<file path="config.mk">
export PLATFORM = sky130hd
export DESIGN_NAME = rwd_regs
export DESIGN_NICKNAME = d
export VERILOG_FILES = /design/src/verilog/rwd_pkg.sv /design/src/verilog/rwd_wake_if.sv /design/src/verilog/rwd_regs.sv /design/src/verilog/rwd_wake_timer.sv
export SDC_FILE = /design/constraint.sdc
export NUM_CORES = 1
export LEC_CHECK = 0
export BUFFER_PORTS_ARGS = -buffer_cell sky130_fd_sc_hd__buf_2
export CAP_MARGIN = 15
export CORE_MARGIN = 10
export CORE_UTILIZATION = 30
export DETAILED_ROUTE_END_ITERATION = 10
export GPL_TIMING_DRIVEN = 0
export PLACE_DENSITY = 0.47
export SLEW_MARGIN = 20
export SYNTH_ARGS = -nofsm -noshare
export SYNTH_HDL_FRONTEND = slang
export SYNTH_HIERARCHICAL = 1
export SYNTH_SLANG_ARGS = --single-unit
</file>
<file path="constraint.sdc">
create_clock -name clock -period 4.8 [get_ports clock]
set_input_delay 0.24 -clock clock [delete_from_list [all_inputs] [get_ports clock]]
set_output_delay 0.24 -clock clock [all_outputs]
set_load 0.02 [all_outputs]
</file>
<file path="src/verilog/rwd_pkg.sv">
package rwd_pkg;

    // ------------------------------------------------------------
    // Register offsets
    // ------------------------------------------------------------
    localparam logic [7:0] REG_UV_STAT = 8'h01;
    localparam logic [7:0] REG_OV_STAT = 8'h02;
    localparam logic [7:0] REG_RAIL12 = 8'h14;
    localparam logic [7:0] REG_RAIL34 = 8'h15;
    localparam logic [7:0] REG_LINREG = 8'h16;
    localparam logic [7:0] REG_EVENTS = 8'h1A;
    localparam logic [7:0] REG_MASK_UV = 8'h1B;
    localparam logic [7:0] REG_MASK_OV = 8'h1C;
    localparam logic [7:0] REG_MASK_OC = 8'h1D;

    // ------------------------------------------------------------
    // Reset values and implemented bits
    // ------------------------------------------------------------
    localparam logic [7:0] RAIL12_RST = 8'h32;
    localparam logic [7:0] RAIL34_RST = 8'h22;
    localparam logic [7:0] LINREG_RST = 8'h10;
    localparam logic [7:0] FLAG_RST = 8'h00;
    localparam logic [7:0] MASK_RST = 8'h00;
    localparam logic [7:0] LINREG_BITS = 8'hF0;
    localparam logic [7:0] FIVE_BITS = 8'hF8;
    localparam logic [7:0] SEVEN_BITS = 8'hFE;

    // ------------------------------------------------------------
    // Wake-up timing
    // ------------------------------------------------------------
    localparam int RAIL_N = 5;
    localparam int CLOCK_MHZ = 10;
    localparam int WAKE_BASE_US = 150;
    localparam int WAKE_SLOT_US = 512;
    localparam int WAKE_BASE_CYC = WAKE_BASE_US * CLOCK_MHZ;
    localparam int WAKE_SLOT_CYC = WAKE_SLOT_US * CLOCK_MHZ;
    localparam int WAKE_CNT_W = 17;
    localparam logic [3:0] BYTE_BITS = 4'h8;

    // ------------------------------------------------------------
    // Serial bus slave states
    // ------------------------------------------------------------
    typedef enum logic [3:0] {
        RWD_IDLE,
        RWD_ADDR,
        RWD_ADDR_ACK,
        RWD_PTR,
        RWD_PTR_ACK,
        RWD_WDATA,
        RWD_WDATA_ACK,
        RWD_RDATA,
        RWD_RACK
    } rwd_i2c_e;

endpackage

</file>
<file path="src/verilog/rwd_wake_if.sv">
`timescale 1ns/100ps
interface rwd_wake_if;
    logic wake;
    logic [3:0] code;
    logic up;
    modport ctrl (output wake, output code, input up);
    modport timer (input wake, input code, output up);
endinterface

</file>
<file path="src/verilog/rwd_regs.sv">
`timescale 1ns/100ps
module rwd_regs #(
    parameter logic [6:0] DEV_ADDR = 7'h2A,
    parameter int WAKE_SLOT_CYCLES = rwd_pkg::WAKE_SLOT_CYC
) (
    // Clock and reset
    input wire logic clock,
    input wire logic sys_rst,
    // Two-wire control bus
    input wire logic scl,
    input wire logic sda_in,
    output logic sda_out,
    output logic sda_oe,
    // Fault conditions, rail 1 in the top bit
    input wire logic [rwd_pkg::RAIL_N-1:0] uv_hit,
    input wire logic [rwd_pkg::RAIL_N-1:0] ov_hit,
    input wire logic vin_ov_hit,
    input wire logic ot_hit,
    input wire logic [rwd_pkg::RAIL_N-1:0] oc_hit,
    input wire logic sw_oc_hit,
    input wire logic por_hit,
    // Wake-up sequencing, rail 1 in the top bit
    input wire logic wake_req,
    output logic [rwd_pkg::RAIL_N-1:0] rail_up,
    // Interrupt request
    output logic irq
);
    import rwd_pkg::*;

    typedef struct packed {
        rwd_i2c_e fsm;
        logic scl_q;
        logic sda_q;
        logic [3:0] cnt;
        logic [7:0] shift;
        logic [7:0] ptr;
        logic rw;
        logic more;
        logic sda_oe;
        logic sda_out;
        logic [7:0] rail12;
        logic [7:0] rail34;
        logic [7:0] linreg;
        logic [7:0] uv;
        logic [7:0] ov;
        logic [7:0] events;
        logic [7:0] mask_uv;
        logic [7:0] mask_ov;
        logic [7:0] mask_oc;
        logic irq;
    } rwd_regs_s;

    rwd_regs_s st;
    rwd_regs_s next_st;
    logic scl_rise;
    logic scl_fall;
    logic start_seen;
    logic stop_seen;
    logic wr_en;
    logic [7:0] wr_data;
    logic [4*RAIL_N-1:0] codes;

    // ------------------------------------------------------------
    // Register read decode
    // ------------------------------------------------------------
    function automatic logic [7:0] reg_read(input logic [7:0] addr, input rwd_regs_s s);
        case (addr)
            REG_UV_STAT: reg_read = s.uv;
            REG_OV_STAT: reg_read = s.ov;
            REG_RAIL12: reg_read = s.rail12;
            REG_RAIL34: reg_read = s.rail34;
            REG_LINREG: reg_read = s.linreg;
            REG_EVENTS: reg_read = s.events;
            REG_MASK_UV: reg_read = s.mask_uv;
            REG_MASK_OV: reg_read = s.mask_ov;
            REG_MASK_OC: reg_read = s.mask_oc;
            default: reg_read = 8'h00;
        endcase
    endfunction

    // ------------------------------------------------------------
    // Unmasked flag summary
    // ------------------------------------------------------------
    function automatic logic irq_pending(input rwd_regs_s s);
        irq_pending = |((s.uv & ~s.mask_uv) | (s.ov & ~s.mask_ov) | (s.events & ~s.mask_oc));
    endfunction

    // ------------------------------------------------------------
    // Bus conditions
    // ------------------------------------------------------------
    assign scl_rise = scl && !st.scl_q;
    assign scl_fall = !scl && st.scl_q;
    assign start_seen = scl && st.scl_q && st.sda_q && !sda_in;
    assign stop_seen = scl && st.scl_q && !st.sda_q && sda_in;
    assign wr_en = (st.fsm == RWD_WDATA) && scl_fall && (st.cnt == BYTE_BITS);
    assign wr_data = st.shift;

    // ------------------------------------------------------------
    // Next state
    // ------------------------------------------------------------
    always_comb begin
        next_st = st;
        next_st.scl_q = scl;
        next_st.sda_q = sda_in;
        next_st.sda_out = 1'b0;
        if (start_seen) begin
            next_st.fsm = RWD_ADDR;
            next_st.cnt = 4'h0;
            next_st.sda_oe = 1'b0;
        end else if (stop_seen) begin
            next_st.fsm = RWD_IDLE;
            next_st.sda_oe = 1'b0;
        end else begin
            case (st.fsm)
                RWD_IDLE: begin
                    next_st.sda_oe = 1'b0;
                end
                RWD_ADDR, RWD_PTR, RWD_WDATA: begin
                    if (scl_rise) begin
                        next_st.shift = {st.shift[6:0], sda_in};
                        next_st.cnt = st.cnt + 4'h1;
                    end else if (scl_fall && st.cnt == BYTE_BITS) begin
                        next_st.cnt = 4'h0;
                        if (st.fsm == RWD_ADDR) begin
                            if (st.shift[7:1] == DEV_ADDR) begin
                                next_st.rw = st.shift[0];
                                next_st.sda_oe = 1'b1;
                                next_st.fsm = RWD_ADDR_ACK;
                            end else begin
                                next_st.fsm = RWD_IDLE;
                            end
                        end else if (st.fsm == RWD_PTR) begin
                            next_st.ptr = st.shift;
                            next_st.sda_oe = 1'b1;
                            next_st.fsm = RWD_PTR_ACK;
                        end else begin
                            next_st.ptr = st.ptr + 8'h01;
                            next_st.sda_oe = 1'b1;
                            next_st.fsm = RWD_WDATA_ACK;
                        end
                    end
                end
                RWD_ADDR_ACK, RWD_PTR_ACK, RWD_WDATA_ACK: begin
                    if (scl_fall) begin
                        next_st.sda_oe = 1'b0;
                        next_st.cnt = 4'h0;
                        if (st.fsm == RWD_ADDR_ACK && st.rw) begin
                            next_st.shift = reg_read(st.ptr, st);
                            next_st.sda_oe = ~next_st.shift[7];
                            next_st.ptr = st.ptr + 8'h01;
                            next_st.fsm = RWD_RDATA;
                        end else if (st.fsm == RWD_ADDR_ACK) begin
                            next_st.fsm = RWD_PTR;
                        end else begin
                            next_st.fsm = RWD_WDATA;
                        end
                    end
                end
                RWD_RDATA: begin
                    if (scl_rise) begin
                        next_st.cnt = st.cnt + 4'h1;
                    end else if (scl_fall) begin
                        if (st.cnt == BYTE_BITS) begin
                            next_st.sda_oe = 1'b0;
                            next_st.cnt = 4'h0;
                            next_st.fsm = RWD_RACK;
                        end else begin
                            next_st.shift = {st.shift[6:0], 1'b0};
                            next_st.sda_oe = ~st.shift[6];
                        end
                    end
                end
                RWD_RACK: begin
                    if (scl_rise) begin
                        next_st.more = ~sda_in;
                    end else if (scl_fall) begin
                        if (st.more) begin
                            next_st.shift = reg_read(st.ptr, st);
                            next_st.sda_oe = ~next_st.shift[7];
                            next_st.ptr = st.ptr + 8'h01;
                            next_st.cnt = 4'h0;
                            next_st.fsm = RWD_RDATA;
                        end else begin
                            next_st.fsm = RWD_IDLE;
                        end
                    end
                end
                default: begin
                    next_st.fsm = RWD_IDLE;
                    next_st.sda_oe = 1'b0;
                end
            endcase
        end

        // Register writes
        if (wr_en && !start_seen && !stop_seen) begin
            case (st.ptr)
                REG_RAIL12: begin
                    next_st.rail12 = wr_data;
                end
                REG_RAIL34: begin
                    next_st.rail34 = wr_data;
                end
                REG_LINREG: begin
                    next_st.linreg = wr_data & LINREG_BITS;
                end
                REG_UV_STAT: begin
                    next_st.uv = st.uv & ~wr_data;
                end
                REG_OV_STAT: begin
                    next_st.ov = st.ov & ~wr_data;
                end
                REG_EVENTS: begin
                    next_st.events = wr_data & SEVEN_BITS;
                end
                REG_MASK_UV: begin
                    next_st.mask_uv = wr_data & FIVE_BITS;
                end
                REG_MASK_OV: begin
                    next_st.mask_ov = wr_data & SEVEN_BITS;
                end
                REG_MASK_OC: begin
                    next_st.mask_oc = wr_data & SEVEN_BITS;
                end
                default: begin
                    next_st.ptr = next_st.ptr;
                end
            endcase
        end

        // Hardware sets win over software clears
        next_st.uv = next_st.uv | {uv_hit, 3'b000};
        next_st.ov = next_st.ov | {ov_hit, vin_ov_hit, ot_hit, 1'b0};
        next_st.events = next_st.events | {oc_hit, 3'b000};
        next_st.events[2] = next_st.events[2] | sw_oc_hit;
        next_st.events[1] = next_st.events[1] | por_hit;
        next_st.irq = irq_pending(next_st);
    end

    // ------------------------------------------------------------
    // State register
    // ------------------------------------------------------------
    always_ff @(posedge clock) begin
        if (sys_rst) begin
            st <= '0;
            st.fsm <= RWD_IDLE;
            st.scl_q <= 1'b1;
            st.sda_q <= 1'b1;
            st.rail12 <= RAIL12_RST;
            st.rail34 <= RAIL34_RST;
            st.linreg <= LINREG_RST;
            st.uv <= FLAG_RST;
            st.ov <= FLAG_RST;
            st.events <= FLAG_RST;
            st.mask_uv <= MASK_RST;
            st.mask_ov <= MASK_RST;
            st.mask_oc <= MASK_RST;
        end else begin
            st <= next_st;
        end
    end

    assign sda_out = st.sda_out;
    assign sda_oe = st.sda_oe;
    assign irq = st.irq;

    // ------------------------------------------------------------
    // Wake-up timers
    // ------------------------------------------------------------
    assign codes = {st.rail12, st.rail34, st.linreg[7:4]};

    rwd_wake_if wake_bus [RAIL_N] ();

    generate
        for (genvar i = 0; i < RAIL_N; i++) begin : g_rail
            assign wake_bus[i].wake = wake_req;
            assign wake_bus[i].code = codes[4*(RAIL_N-1-i) +: 4];
            assign rail_up[RAIL_N-1-i] = wake_bus[i].up;
            rwd_wake_timer #(
                .BASE_CYC(WAKE_BASE_CYC),
                .SLOT_CYC(WAKE_SLOT_CYCLES)
            ) u_timer (
                .clock(clock),
                .sys_rst(sys_rst),
                .w(wake_bus[i])
            );
        end
    endgenerate

    // ------------------------------------------------------------
    // Checks
    // ------------------------------------------------------------
    chk_oc_event: assert property (
        @(posedge clock) disable iff (sys_rst)
        oc_hit[4] |=> st.events[7])
        else $error("rail 1 overcurrent not recorded");

    chk_switch_event: assert property (
        @(posedge clock) disable iff (sys_rst)
        sw_oc_hit |=> st.events[2])
        else $error("switch overcurrent not recorded");

    chk_por_event: assert property (
        @(posedge clock) disable iff (sys_rst)
        por_hit |=> st.events[1])
        else $error("power-on-reset event not recorded");

    chk_event_write: assert property (
        @(posedge clock) disable iff (sys_rst)
        (wr_en && st.ptr == REG_EVENTS && !oc_hit[0]) |=> st.events[3] == $past(wr_data[3]))
        else $error("event register write lost");

    chk_status_sticky: assert property (
        @(posedge clock) disable iff (sys_rst)
        (st.uv[7] && !(wr_en && st.ptr == REG_UV_STAT && wr_data[7])) |=> st.uv[7])
        else $error("sticky status bit dropped");

    chk_irq_follow: assert property (
        @(posedge clock) disable iff (sys_rst)
        st.irq == irq_pending(st))
        else $error("interrupt does not match flags");

    chk_mask_blocks: assert property (
        @(posedge clock) disable iff (sys_rst)
        (st.mask_uv[7] && st.uv == 8'h80 && st.ov == 8'h00 && st.events == 8'h00) |-> !st.irq)
        else $error("masked undervoltage raised interrupt");

    chk_reset_codes: assert property (
        @(posedge clock) disable iff (sys_rst)
        $fell(sys_rst) |-> (st.rail34 == RAIL34_RST && st.rail12 == RAIL12_RST
            && st.linreg == LINREG_RST))
        else $error("wake codes wrong after reset");

    chk_reset_masks: assert property (
        @(posedge clock) disable iff (sys_rst)
        $fell(sys_rst) |-> (st.mask_uv == 8'h00 && st.mask_ov == 8'h00 && st.mask_oc == 8'h00))
        else $error("masks not clear after reset");

    chk_irq_raise: assert property (
        @(posedge clock) disable iff (sys_rst)
        (ot_hit && !st.mask_ov[1] && !wr_en) |=> st.irq)
        else $error("unmasked over-temperature did not raise interrupt");

    chk_ot_clear: assert property (
        @(posedge clock) disable iff (sys_rst)
        (wr_en && st.ptr == REG_OV_STAT && wr_data[1] && !ot_hit) |=> !st.ov[1])
        else $error("over-temperature status not cleared by write");

endmodule

</file>
<file path="src/verilog/rwd_wake_timer.sv">
`timescale 1ns/100ps
module rwd_wake_timer #(
    parameter int BASE_CYC = rwd_pkg::WAKE_BASE_CYC,
    parameter int SLOT_CYC = rwd_pkg::WAKE_SLOT_CYC
) (
    // Clock and reset
    input wire logic clock,
    input wire logic sys_rst,
    // Wake channel of one rail
    rwd_wake_if.timer w
);
    import rwd_pkg::*;

    typedef struct packed {
        logic [WAKE_CNT_W-1:0] count;
        logic up;
    } rwd_timer_s;

    rwd_timer_s st;
    rwd_timer_s next_st;
    logic [WAKE_CNT_W-1:0] target;

    // ------------------------------------------------------------
    // Delay counter
    // ------------------------------------------------------------
    assign target = WAKE_CNT_W'(BASE_CYC + (int'(w.code) - 1) * SLOT_CYC);

    always_comb begin
        next_st = st;
        if (!w.wake || w.code == 4'h0) begin
            next_st.count = '0;
            next_st.up = 1'b0;
        end else if (!st.up) begin
            next_st.count = st.count + 1'b1;
            next_st.up = (st.count == target - 1'b1);
        end
    end

    always_ff @(posedge clock) begin
        if (sys_rst) begin
            st <= '0;
        end else begin
            st <= next_st;
        end
    end

    assign w.up = st.up;

    // ------------------------------------------------------------
    // Checks
    // ------------------------------------------------------------
    chk_wake_disabled: assert property (
        @(posedge clock) disable iff (sys_rst)
        (w.code == 4'h0) |=> !st.up)
        else $error("rail rose with wake code zero");

    chk_wake_moment: assert property (
        @(posedge clock) disable iff (sys_rst)
        $rose(st.up) |-> (st.count == target) && $past(w.wake))
        else $error("rail rose at the wrong cycle");

    chk_wake_drop: assert property (
        @(posedge clock) disable iff (sys_rst)
        !w.wake |=> !st.up)
        else $error("rail stayed up without wake");

endmodule

</file>
; Yosys cells after proc, flatten, opt, wreduce, memory -nomap -nowiden
; Cells that the tools add are included.
[op_classes]
n_eq_ne = 50
n_mul = 5
n_addsub = 22
n_mux = 75
bitwise_logic = 24
n_reduce_logical = 54
[op_table]
columns = cell, count
row1 = $mux 8, 22
row2 = $mul 32x4->7 const B, 5
row3 = $add 12x17->17 const A, 5
row4 = $add 17x1->17 const B, 5
row5 = $eq 17x17->1, 5
row6 = $sub 17x1->17 const B, 5
row7 = $mux 20, 4
row8 = $pmux 8 s9, 1
row9 = $mux 4, 16
row10 = $eq 8x5->1 const B, 7
row11 = $mux 48, 1
row12 = $pmux 12 s4, 1
row13 = $and 8x8->8, 5
row14 = $or 8x8->8, 5
row15 = $reduce_and 9->1, 4
row16 = $ne 4x4->1 const B, 8
row17 = $not 8->8, 4
row18 = $ne 2x2->1 const B, 13
row19 = $sub 4x1->5 const B, 5
row20 = $logic_not 4->1, 6
row21 = $pmux 8 s3, 1
row22 = $pmux 4 s5, 1
row23 = $mux 1, 19
row24 = $mux 9, 2
row25 = other kinds (30), 80
[word_totals]
regBits = 189

; Logic depth before layout (Yosys ltp)
; Gate-level depths: netlist of run 1.
[depth]
word_depth = 13
ltp_mapped = 11
mapped_depth_nobuf = 11

; Cells and area by module
; The synthesis of run 1 kept the hierarchy.
[modules_own_cells]
columns = module, seq_area_each_um2, cells_per_inst, area_each_um2, n_inst
row1 = rwd_regs, 1961.9, 689, 5544.1, 1
row2 = rwd_wake_timer at g_rail[0].u_timer ..., 360.3, 136, 1202.4, 4
row3 = rwd_wake_timer at g_rail[4].u_timer, 360.3, 133, 1152.4, 1

; Least setup slack after synthesis of run 1
; No wires, ideal clock.
[synth_path]
path_type = reg2reg
startpoint = register st, in the netlist codes[4]
endpoint = register g_rail[3].u_timer.st, in the netlist g_rail[3].u_timer/w.up
path_stages_with_launch = 10
path_slack_ns = 1.994
required_time_ns = 4.713
synth_period_minus_slack_ns = 2.806
setup_time_ns = 0.087
n_path_buf = 0
arrival_time_ns = 2.719
path_cell_list = dfxtp_1 > inv_1 > ha_1 > nor3b_1 > ha_1 > fa_1 > and3_1 > nand3_1 > xnor3_1 > o31ai_1
[synth_via]
elab_chain_len = 6
word_cells_on_any_way = 9
[synth_rtl]
columns = item, line
row1 = start: declaration, rwd_regs.sv:53  ; rwd_regs_s st;
row2 = start signal: assignment, rwd_regs.sv:259  ; st <= next_st;
row3 = $sub 4x1->5, rwd_wake_timer.sv:26  ; assign target = WAKE_CNT_W'(BASE_CYC + (int'(w.code) - 1) * SLOT_CYC);
row4 = $mul 32x4->7, rwd_wake_timer.sv:26
row5 = $add 12x17->17, rwd_wake_timer.sv:26
row6 = $sub 17x1->17, rwd_wake_timer.sv:35  ; next_st.up = (st.count == target - 1'b1);
row7 = $eq 17x17->1, rwd_wake_timer.sv:35
row8 = $mux 1, rwd_wake_timer.sv:33  ; end else if (!st.up) begin
row9 = end signal: assignment, rwd_wake_timer.sv:43  ; st <= next_st;
row10 = end: declaration, rwd_wake_timer.sv:19  ; rwd_timer_s st;
; Parallel ways exist; a longest one is shown, timed or not.
; A chain may end at the register's enable or synchronous reset.

; Worst setup path in the final report of run 1
[layout_path]
startpoint = register st, in the netlist codes[16]
endpoint = register g_rail[0].u_timer.st, in the netlist g_rail[0].u_timer/w.up
[layout_via]
elab_chain_len = 6
word_cells_on_any_way = 9
[layout_rtl]
columns = item, line
row1 = $sub 4x1->5, rwd_wake_timer.sv:26
row2 = $mul 32x4->7, rwd_wake_timer.sv:26
row3 = $add 12x17->17, rwd_wake_timer.sv:26
row4 = $sub 17x1->17, rwd_wake_timer.sv:35
row5 = $eq 17x17->1, rwd_wake_timer.sv:35
row6 = $mux 1, rwd_wake_timer.sv:33
row7 = end signal: assignment, rwd_wake_timer.sv:43
row8 = end: declaration, rwd_wake_timer.sv:19
; Parallel ways exist; a longest one is shown, timed or not.

==> results of run 1 <==
==> registers in the layout, indices dropped and copies added, names as in the netlist <==
signal,flops
st,68
g_rail.u_timer/w.up,5
codes,20
g_rail.u_timer/st,85
irq,1
wr_data,8
sda_oe,1
==> cells by family (layout without fill, tap and decap cells) <==
group	Yosys count	in the layout	synth area share [%]
AO/OA/AOI/OAI	294	294	16.97
XOR/XNOR	114	114	9.841
adder cells (fa/ha/maj)	59	59	6.742
buffers and inverters	126	187	4.850
flip-flops	188	188	32.71
multiplexers	41	41	3.599
other	1	1	0.03259
AND/OR/NAND/NOR	543	543	25.25
==> power groups by stage <==
stage / logic, mW / registers (mW) / clock network [mW]
2_1_floorplan: 0.612 / 1.71 / 0
3_3_place_gp: 0.913 / 1.74 / 0
3_5_place_dp: 0.912 / 1.74 / 0
4_1_cts: 0.915 / 1.70 / 1.58
5_1_grt: 1.01 / 1.71 / 1.64
6_report: 0.929 / 1.70 / 1.53
==> tightest hold or removal path, stage by stage <==
cell,delay (ns)
buf_2,0.10
inv_1,0.06
nand2_1,0.05
==> cells in the mapped netlist, types with 6 or more instances <==
| master | count |
|---|---|
| a211oi_1 | 10 |
| a21o_1 | 6 |
| a21oi_1 | 97 |
| a221oi_1 | 6 |
| a22o_1 | 8 |
| a22oi_1 | 14 |
| a31oi_1 | 17 |
| and2_1 | 19 |
| and3_1 | 35 |
| buf_2 | 20 |
| buf_4 | 8 |
| clkbuf_1 | 38 |
| dfxtp_1 | 188 |
| ha_1 | 54 |
| inv_1 | 54 |
| mux2i_1 | 38 |
| nand2_1 | 98 |
| nand2b_1 | 8 |
| nand3_1 | 49 |
| nand4_1 | 30 |
| nor2_1 | 159 |
| nor2b_1 | 14 |
| nor3_1 | 26 |
| nor3b_1 | 11 |
| nor4_1 | 10 |
| o2111ai_1 | 6 |
| o21ai_0 | 61 |
| o31ai_1 | 13 |
| or2_2 | 11 |
| or3_1 | 20 |
| or4_1 | 9 |
| xnor2_1 | 47 |
| xor2_1 | 58 |
==> layout make-up <==
cell class / instances / area (um2) / share of cell area, %
inverter: 55 / 206.4 / 1.598
timing repair buffer: 29 / 145.1 / 1.124
clock buffer: 21 / 470.5 / 3.642
tap: 511 / 639.4 / 4.950
multi-input combinational: 1052 / 7184 / 55.62
clock inverter: 11 / 156.4 / 1.211
buffer: 71 / 351.6 / 2.722
sequential: 188 / 3764 / 29.14
==> per-stage QoR <==
stage / setup WS, ns / cell area (um2) / power [mW]
after floorplan: 1.994 / 11510 / 2.325
after global placement: 1.460 / 12290 / 2.649
after detailed placement: 1.467 / 12290 / 2.650
after CTS: 1.431 / 12920 / 4.198
after global routing: 1.208 / 12920 / 4.359
final: 1.445 / 12920 / 4.167
==> routing by layer <==
metal  routed length [um]  global-route usage, %  up-vias
met3                 1771                  2.420       45
met2                15260                  22.58      248
met5                    0                      0        -
met4                  612                  4.623        0
li1                     -                      -     5009
met1                16180                  19.79     4807
==> final timing paths <==
check | startpoint | endpoint | slack (ns)
hold / removal | scl | st[98] | 0.03
setup / recovery | codes[16] | g_rail[0].u_timer/w.up | 1.45
setup reg to reg | codes[16] | g_rail[0].u_timer/w.up | 1.45
hold reg to reg | st[16] | st[16] | 0.47
==> flow_summary.json, run 1 <==
{
  "clock_latency_ns": 0.45,
  "num_antenna_cells": 0,
  "async_flop_share_pct": 0,
  "fin_cells": 1938,
  "clock.fmax_ghz": 0.2981,
  "holdBufCountCts": 0,
  "drt_first_iter_violations": 768,
  "worstSetupPathType": "flip-flop to flip-flop",
  "dieArea_um2": 46590,
  "p_leak_nw": 5.072,
  "core_um2": 37760,
  "fin_util_pct": 34.21,
  "holdWs_ns": 0.02542,
  "clock-sinks": 188,
  "fillers": 4003,
  "vias": 10109,
  "drc_errors": 0,
  "period_needed_ns": 3.355,
  "grt_max_degree": 17,
  "grt_pass1_wl_mm": 54.76,
  "grt_pass1_vias": 9798,
  "finalSetupTns_ns": 0,
  "worstPathArrival_ns": 3.71,
  "root_buffer": "clkbuf_16",
  "ys_ff_latch": 188,
  "cts_buffer_depth": 2,
  "hold_viol": 0,
  "initial_core_util_pct": 30.48,
  "yosys-top-cells-area": "dfxtp_1, ha_1, nor2_1",
  "status": "finished, final reports clean",
  "synthToLayoutAreaGrowth_pct": 12.27,
  "cts_htree_levels": 4,
  "wl_per_cell_um": 17.45,
  "fin_crit_sh_pct": 69.89,
  "crit_family": "adder cells",
  "die_x_um": 215.8,
  "crit_slowest_cell": "fa_1",
  "netSwitchingFraction_pct": 33.38,
  "crit_top_cell": "ha_1",
  "rsz0062_at_grt": "no",
  "seq_area_frac_synth_pct": 32.71,
  "antenna_found_initial": 0,
  "hp-class": "input pin to flip-flop",
  "std_cell_rows": 71,
  "pwr-share-seq_pct": 40.9,
  "dp_hpwl_mm": 24.95,
  "gp_congestion": 0.8745,
  "path_buf_inv": 1,
  "final_cell_mix": "dfxtp_1, nor2_1, nand2_1, a21oi_1, o21ai_0",
  "comb_power_share_pct": 22.3,
  "grtUsageTotal_pct": 14.45,
  "avgViaCountPerCell": 5.216,
  "p_per_area_nw_per_um2": 322.6,
  "grt_overflow": 0,
  "slew_violations": 0,
  "ant_nets": 0,
  "cap_viol_max_count": 0,
  "port_buffers": 29,
  "synth_top_area_share_pct": 32.71,
  "ir_drop_mv": 0.2677,
  "dp.cells": 1906,
  "synth_top_area_cell": "dfxtp_1",
  "holdPathStages": 3,
  "critPathMaxStageDelay_ns": 0.59,
  "syn_area_um2": 11510,
  "fin_nets": 1497,
  "synth_warnings": 6,
  "syn-num-nets": 1449,
  "synth_enable_flop_cells": 0,
  "end_kind": "flip-flop",
  "layout_commonest_cell": "dfxtp_1",
  "finClkSkew_ns": 0.01072,
  "post_cts_buffers": 0,
  "path_cells": "inv_1, ha_1, nor3b_1, ha_1, fa_1, and3_1, nand3_1, xnor3_1, o31ai_1",
  "firstDrtPassIters": 7,
  "cts.clk_slew.worst_paths_ns": 0.08,
  "setup_viol": 0,
  "crit_required_ns": 5.16,
  "clkPwrFrac_pct": 36.8,
  "switching_power_mw": 1.391,
  "cts_buffers": 17,
  "avgSynthCellArea_um2": 8.423,
  "relSlewSlack_pct": 41.02,
  "drive_gt1_share_pct": 10.37,
  "drt-total-wl_mm": 33.83,
  "worst_pin_slew_ns": 0.8846,
  "crit_cells": 9,
  "r2r_cells": 9,
  "synth-main-ff-cell": "dfxtp_1",
  "postSynthCellCount": 1366,
  "internal-power_mw": 2.776,
  "crit_fanout": 7,
  "ys_types": 85,
  "cp-start-kind": "flip-flop",
  "tritoncts": "yes",
  "cts_resized": 0,
  "ios": 32,
  "fp.dieH_um": 215.8
}
(Power assumes the default switching activity.)
==> inputs of run 2 (changes only) <==
--- a/config.mk
+++ b/config.mk
@@ -5,13 +5,14 @@
 export SDC_FILE = /design/constraint.sdc
 export NUM_CORES = 1
 export LEC_CHECK = 0
+export ABC_AREA = 1
 export BUFFER_PORTS_ARGS = -buffer_cell sky130_fd_sc_hd__buf_2
 export CAP_MARGIN = 15
 export CORE_MARGIN = 10
 export CORE_UTILIZATION = 30
 export DETAILED_ROUTE_END_ITERATION = 10
 export GPL_TIMING_DRIVEN = 0
-export PLACE_DENSITY = 0.47
+export PLACE_DENSITY = 0.49
 export SLEW_MARGIN = 20
 export SYNTH_ARGS = -nofsm -noshare
 export SYNTH_HDL_FRONTEND = slang
==> constraint.sdc (replaced) <==
create_clock -name clock -period 2.83 [get_ports clock]
set_input_delay 0.1415 -clock clock [delete_from_list [all_inputs] [get_ports clock]]
set_output_delay 0.1415 -clock clock [all_outputs]
set_load 0.02 [all_outputs]
==> flow_summary.json, run 2 <==
{
  "status": "finished, final reports clean",
  "path_cells": "clkinvlp_4, ha_4, inv_1, ha_1, ha_2, fa_2, nand2_1, nor2_2, inv_1, nand2_1, nand3_1, nor2_1, nand2_1, a21oi_1",
  "clock-sinks": 188,
  "worst_pin_slew_ns": 0.7953,
  "crit_cells": 14,
  "grtUsageTotal_pct": 14.02,
  "gp_congestion": 0.8954,
  "crit_top_cell": "nand2_1",
  "crit_fanout": 6,
  "yosys-top-cells-area": "dfxtp_1, nand2_1, inv_1",
  "ant_nets": 0,
  "std_cell_rows": 74,
  "worstSetupPathType": "flip-flop to flip-flop",
  "hold_viol": 0,
  "port_buffers": 30,
  "largest_reg_flops": 85,
  "avgSynthCellArea_um2": 6.623,
  "slew_violations": 0,
  "worstPathArrival_ns": 3.12,
  "firstDrtPassIters": 5,
  "synth_top_area_share_pct": 30.65,
  "critPathMaxStageDelay_ns": 0.63,
  "layout_commonest_cell": "nand2_1",
  "holdWs_ns": 0.1294,
  "ys_ff_latch": 188,
  "syn-num-nets": 1937,
  "avgViaCountPerCell": 4.752,
  "cts.clk_slew.worst_paths_ns": 0.07,
  "dieArea_um2": 49420,
  "clock_latency_ns": 0.49,
  "cts_buffer_depth": 2,
  "path_buf_inv": 3,
  "holdPathStages": 5,
  "multi_input_area_um2": 7387,
  "relSlewSlack_pct": 46.98,
  "num_antenna_cells": 0,
  "drive_gt1_share_pct": 13.67,
  "grt_max_degree": 17,
  "die_x_um": 222.3,
  "antenna_found_initial": 1,
  "reg2reg_to": "g_rail[2].u_timer/w.up",
  "crit_required_ns": 3.24,
  "ys_types": 51,
  "synth_warnings": 6,
  "synthTopCellsByCount": "nand2_1, inv_1, dfxtp_1",
  "regArea_um2": 3804,
  "clock.fmax_ghz": 0.3689,
  "drt-total-wl_mm": 34.57,
  "crit_family": "adder cells",
  "finClkSkew_ns": 0.01832,
  "hp-start": "wake_req",
  "r2r_cells": 14,
  "period_needed_ns": 2.711,
  "root_buffer": "clkbuf_16",
  "rrSetupSlack_ns": 0.12,
  "async_flop_share_pct": 0,
  "vias": 11842,
  "synth_top_area_cell": "dfxtp_1",
  "wl_per_cell_um": 13.87,
  "final_cell_mix": "nand2_1, inv_1, dfxtp_1, nor2_1, nand3_1",
  "ios": 32,
  "ir_drop_mv": 0.4186,
  "initial_core_util_pct": 30.21,
  "synthToLayoutAreaGrowth_pct": 16.96,
  "setup_viol": 0,
  "seq_area_frac_synth_pct": 30.65,
  "min_to": "g_rail[4].u_timer/st[6]",
  "grt_overflow": 0,
  "synth_enable_flop_cells": 0,
  "crit_slowest_cell": "fa_2",
  "cp-start-kind": "flip-flop",
  "hp-class": "input pin to flip-flop",
  "p_per_area_nw_per_um2": 538.7,
  "rsz0062_at_grt": "yes",
  "total_power_mw": 7.737,
  "cap_viol_max_count": 0,
  "grt_pass1_wl_mm": 56.43,
  "drt_first_iter_violations": 641,
  "end_kind": "flip-flop",
  "cts_htree_levels": 4,
  "grt_pass1_vias": 11204,
  "syn_area_um2": 12280,
  "timing.rr.start": "codes[8]",
  "cts_buffers": 17,
  "postSynthCellCount": 1854,
  "fillers": 4408,
  "fp.dieH_um": 222.3,
  "top_register": "g_rail.u_timer/st",
  "synth_most_common_cell": "nand2_1",
  "p_leak_nw": 6.279,
  "fin_crit_sh_pct": 95.79,
  "dp_hpwl_mm": 26.40,
  "drc_errors": 0,
  "fin_nets": 2030,
  "synth-main-ff-cell": "dfxtp_1",
  "tritoncts": "yes",
  "core_um2": 40650
}
run 2: cell count changes after synthesis, moves of 20 or more:
cell,change
nand3_1,+69
xnor2_1,-34
clkbuf_1,-23
xor2_1,-30
or3_1,-20
nor3_1,+45
and3_1,-34
nand2_1,+391
inv_1,+226
mux2i_1,-38
run 2: repair_timing:
item,CTS,global route
gates resized for setup,17,50
hold buffers,21,0
pin swaps,0,22
endpoints found under the hold margin,22,0
buffers inserted,0,23
setup endpoints to repair,5,5
run 2: power by group:
group / switching [mW] / total (mW) / leakage (nW) / internal [mW]
logic: 1.46 / 2.03 / 4.44 / 0.572
clock network: 1.16 / 2.67 / 0.310 / 1.51
registers: 0.229 / 3.04 / 1.53 / 2.81
total: 2.84 / 7.74 / 6.28 / 4.89
run 2: worst max-delay path by stage:
| stage | startpoint | end | slack [ns] |
|---|---|---|---|
| 2_1_floorplan | codes[8] | g_rail[2].u_timer/w.up | 0.15 |
| 3_3_place_gp | codes[12] | g_rail[1].u_timer/w.up | -0.26 |
| 3_5_place_dp | codes[12] | g_rail[1].u_timer/w.up | -0.30 |
| 4_1_cts | codes[8] | g_rail[2].u_timer/w.up | 0.001 |
| 5_1_grt | codes[8] | g_rail[2].u_timer/w.up | -0.05 |
| 6_report | codes[8] | g_rail[2].u_timer/w.up | 0.12 |
run 2: metal layers:
layer	part of all wire, %	wire, um	vias to the layer above	global-route usage (%)
li1	-	-	6148	-
met1	46	16060	5398	17.47
met2	46	16030	230	22.88
met3	4.2	1435	64	2.928
met4	3.0	1024	2	6.079
met5	0.038	13	-	0
run 2: layout make-up:
type	instances	area share [%]
inverter	295	7.737
clock inverter	13	1.316
timing repair buffer	74	3.711
multi-input combinational	1331	51.44
clock buffer	19	3.084
sequential	188	26.49
tap	532	4.635
buffer	40	1.594
run 2: metrics by stage:
stage                     TNS [ns]  cell area, um2  setup slack (ns)  utilization [%]  cells
after floorplan                  0           12280            0.1542                -   1854
after global placement     -0.9511           13100           -0.2604            32.22   2416
after detailed placement    -1.096           13100           -0.2982            32.22   2416
after CTS                        0           14000          0.001207            34.45   2469
after global routing      -0.06059           14360          -0.05382            35.33   2492
final                            0           14360            0.1191            35.33   2492
run 2: cell families (layout without fill, tap and decap cells):
| logic type | after synthesis | after routing | synth area share, % |
|---|---|---|---|
| XOR/XNOR | 41 | 41 | 2.924 |
| flip-flops | 188 | 188 | 30.65 |
| AND/OR/NAND/NOR | 984 | 984 | 38.09 |
| adder cells (fa/ha/maj) | 59 | 59 | 6.318 |
| AO/OA/AOI/OAI | 246 | 246 | 11.11 |
| other | 1 | 1 | 0.03054 |
| buffers and inverters | 335 | 441 | 10.88 |
run 2: worst register-to-register path, delay by kind of cell, from the launching register on:
family	cells	cell delay, ns
fa+ha+maj	4	1.39
simple gates	6	0.52
flops	1	0.39
buf+inv	3	0.24
compound gates	1	0.11
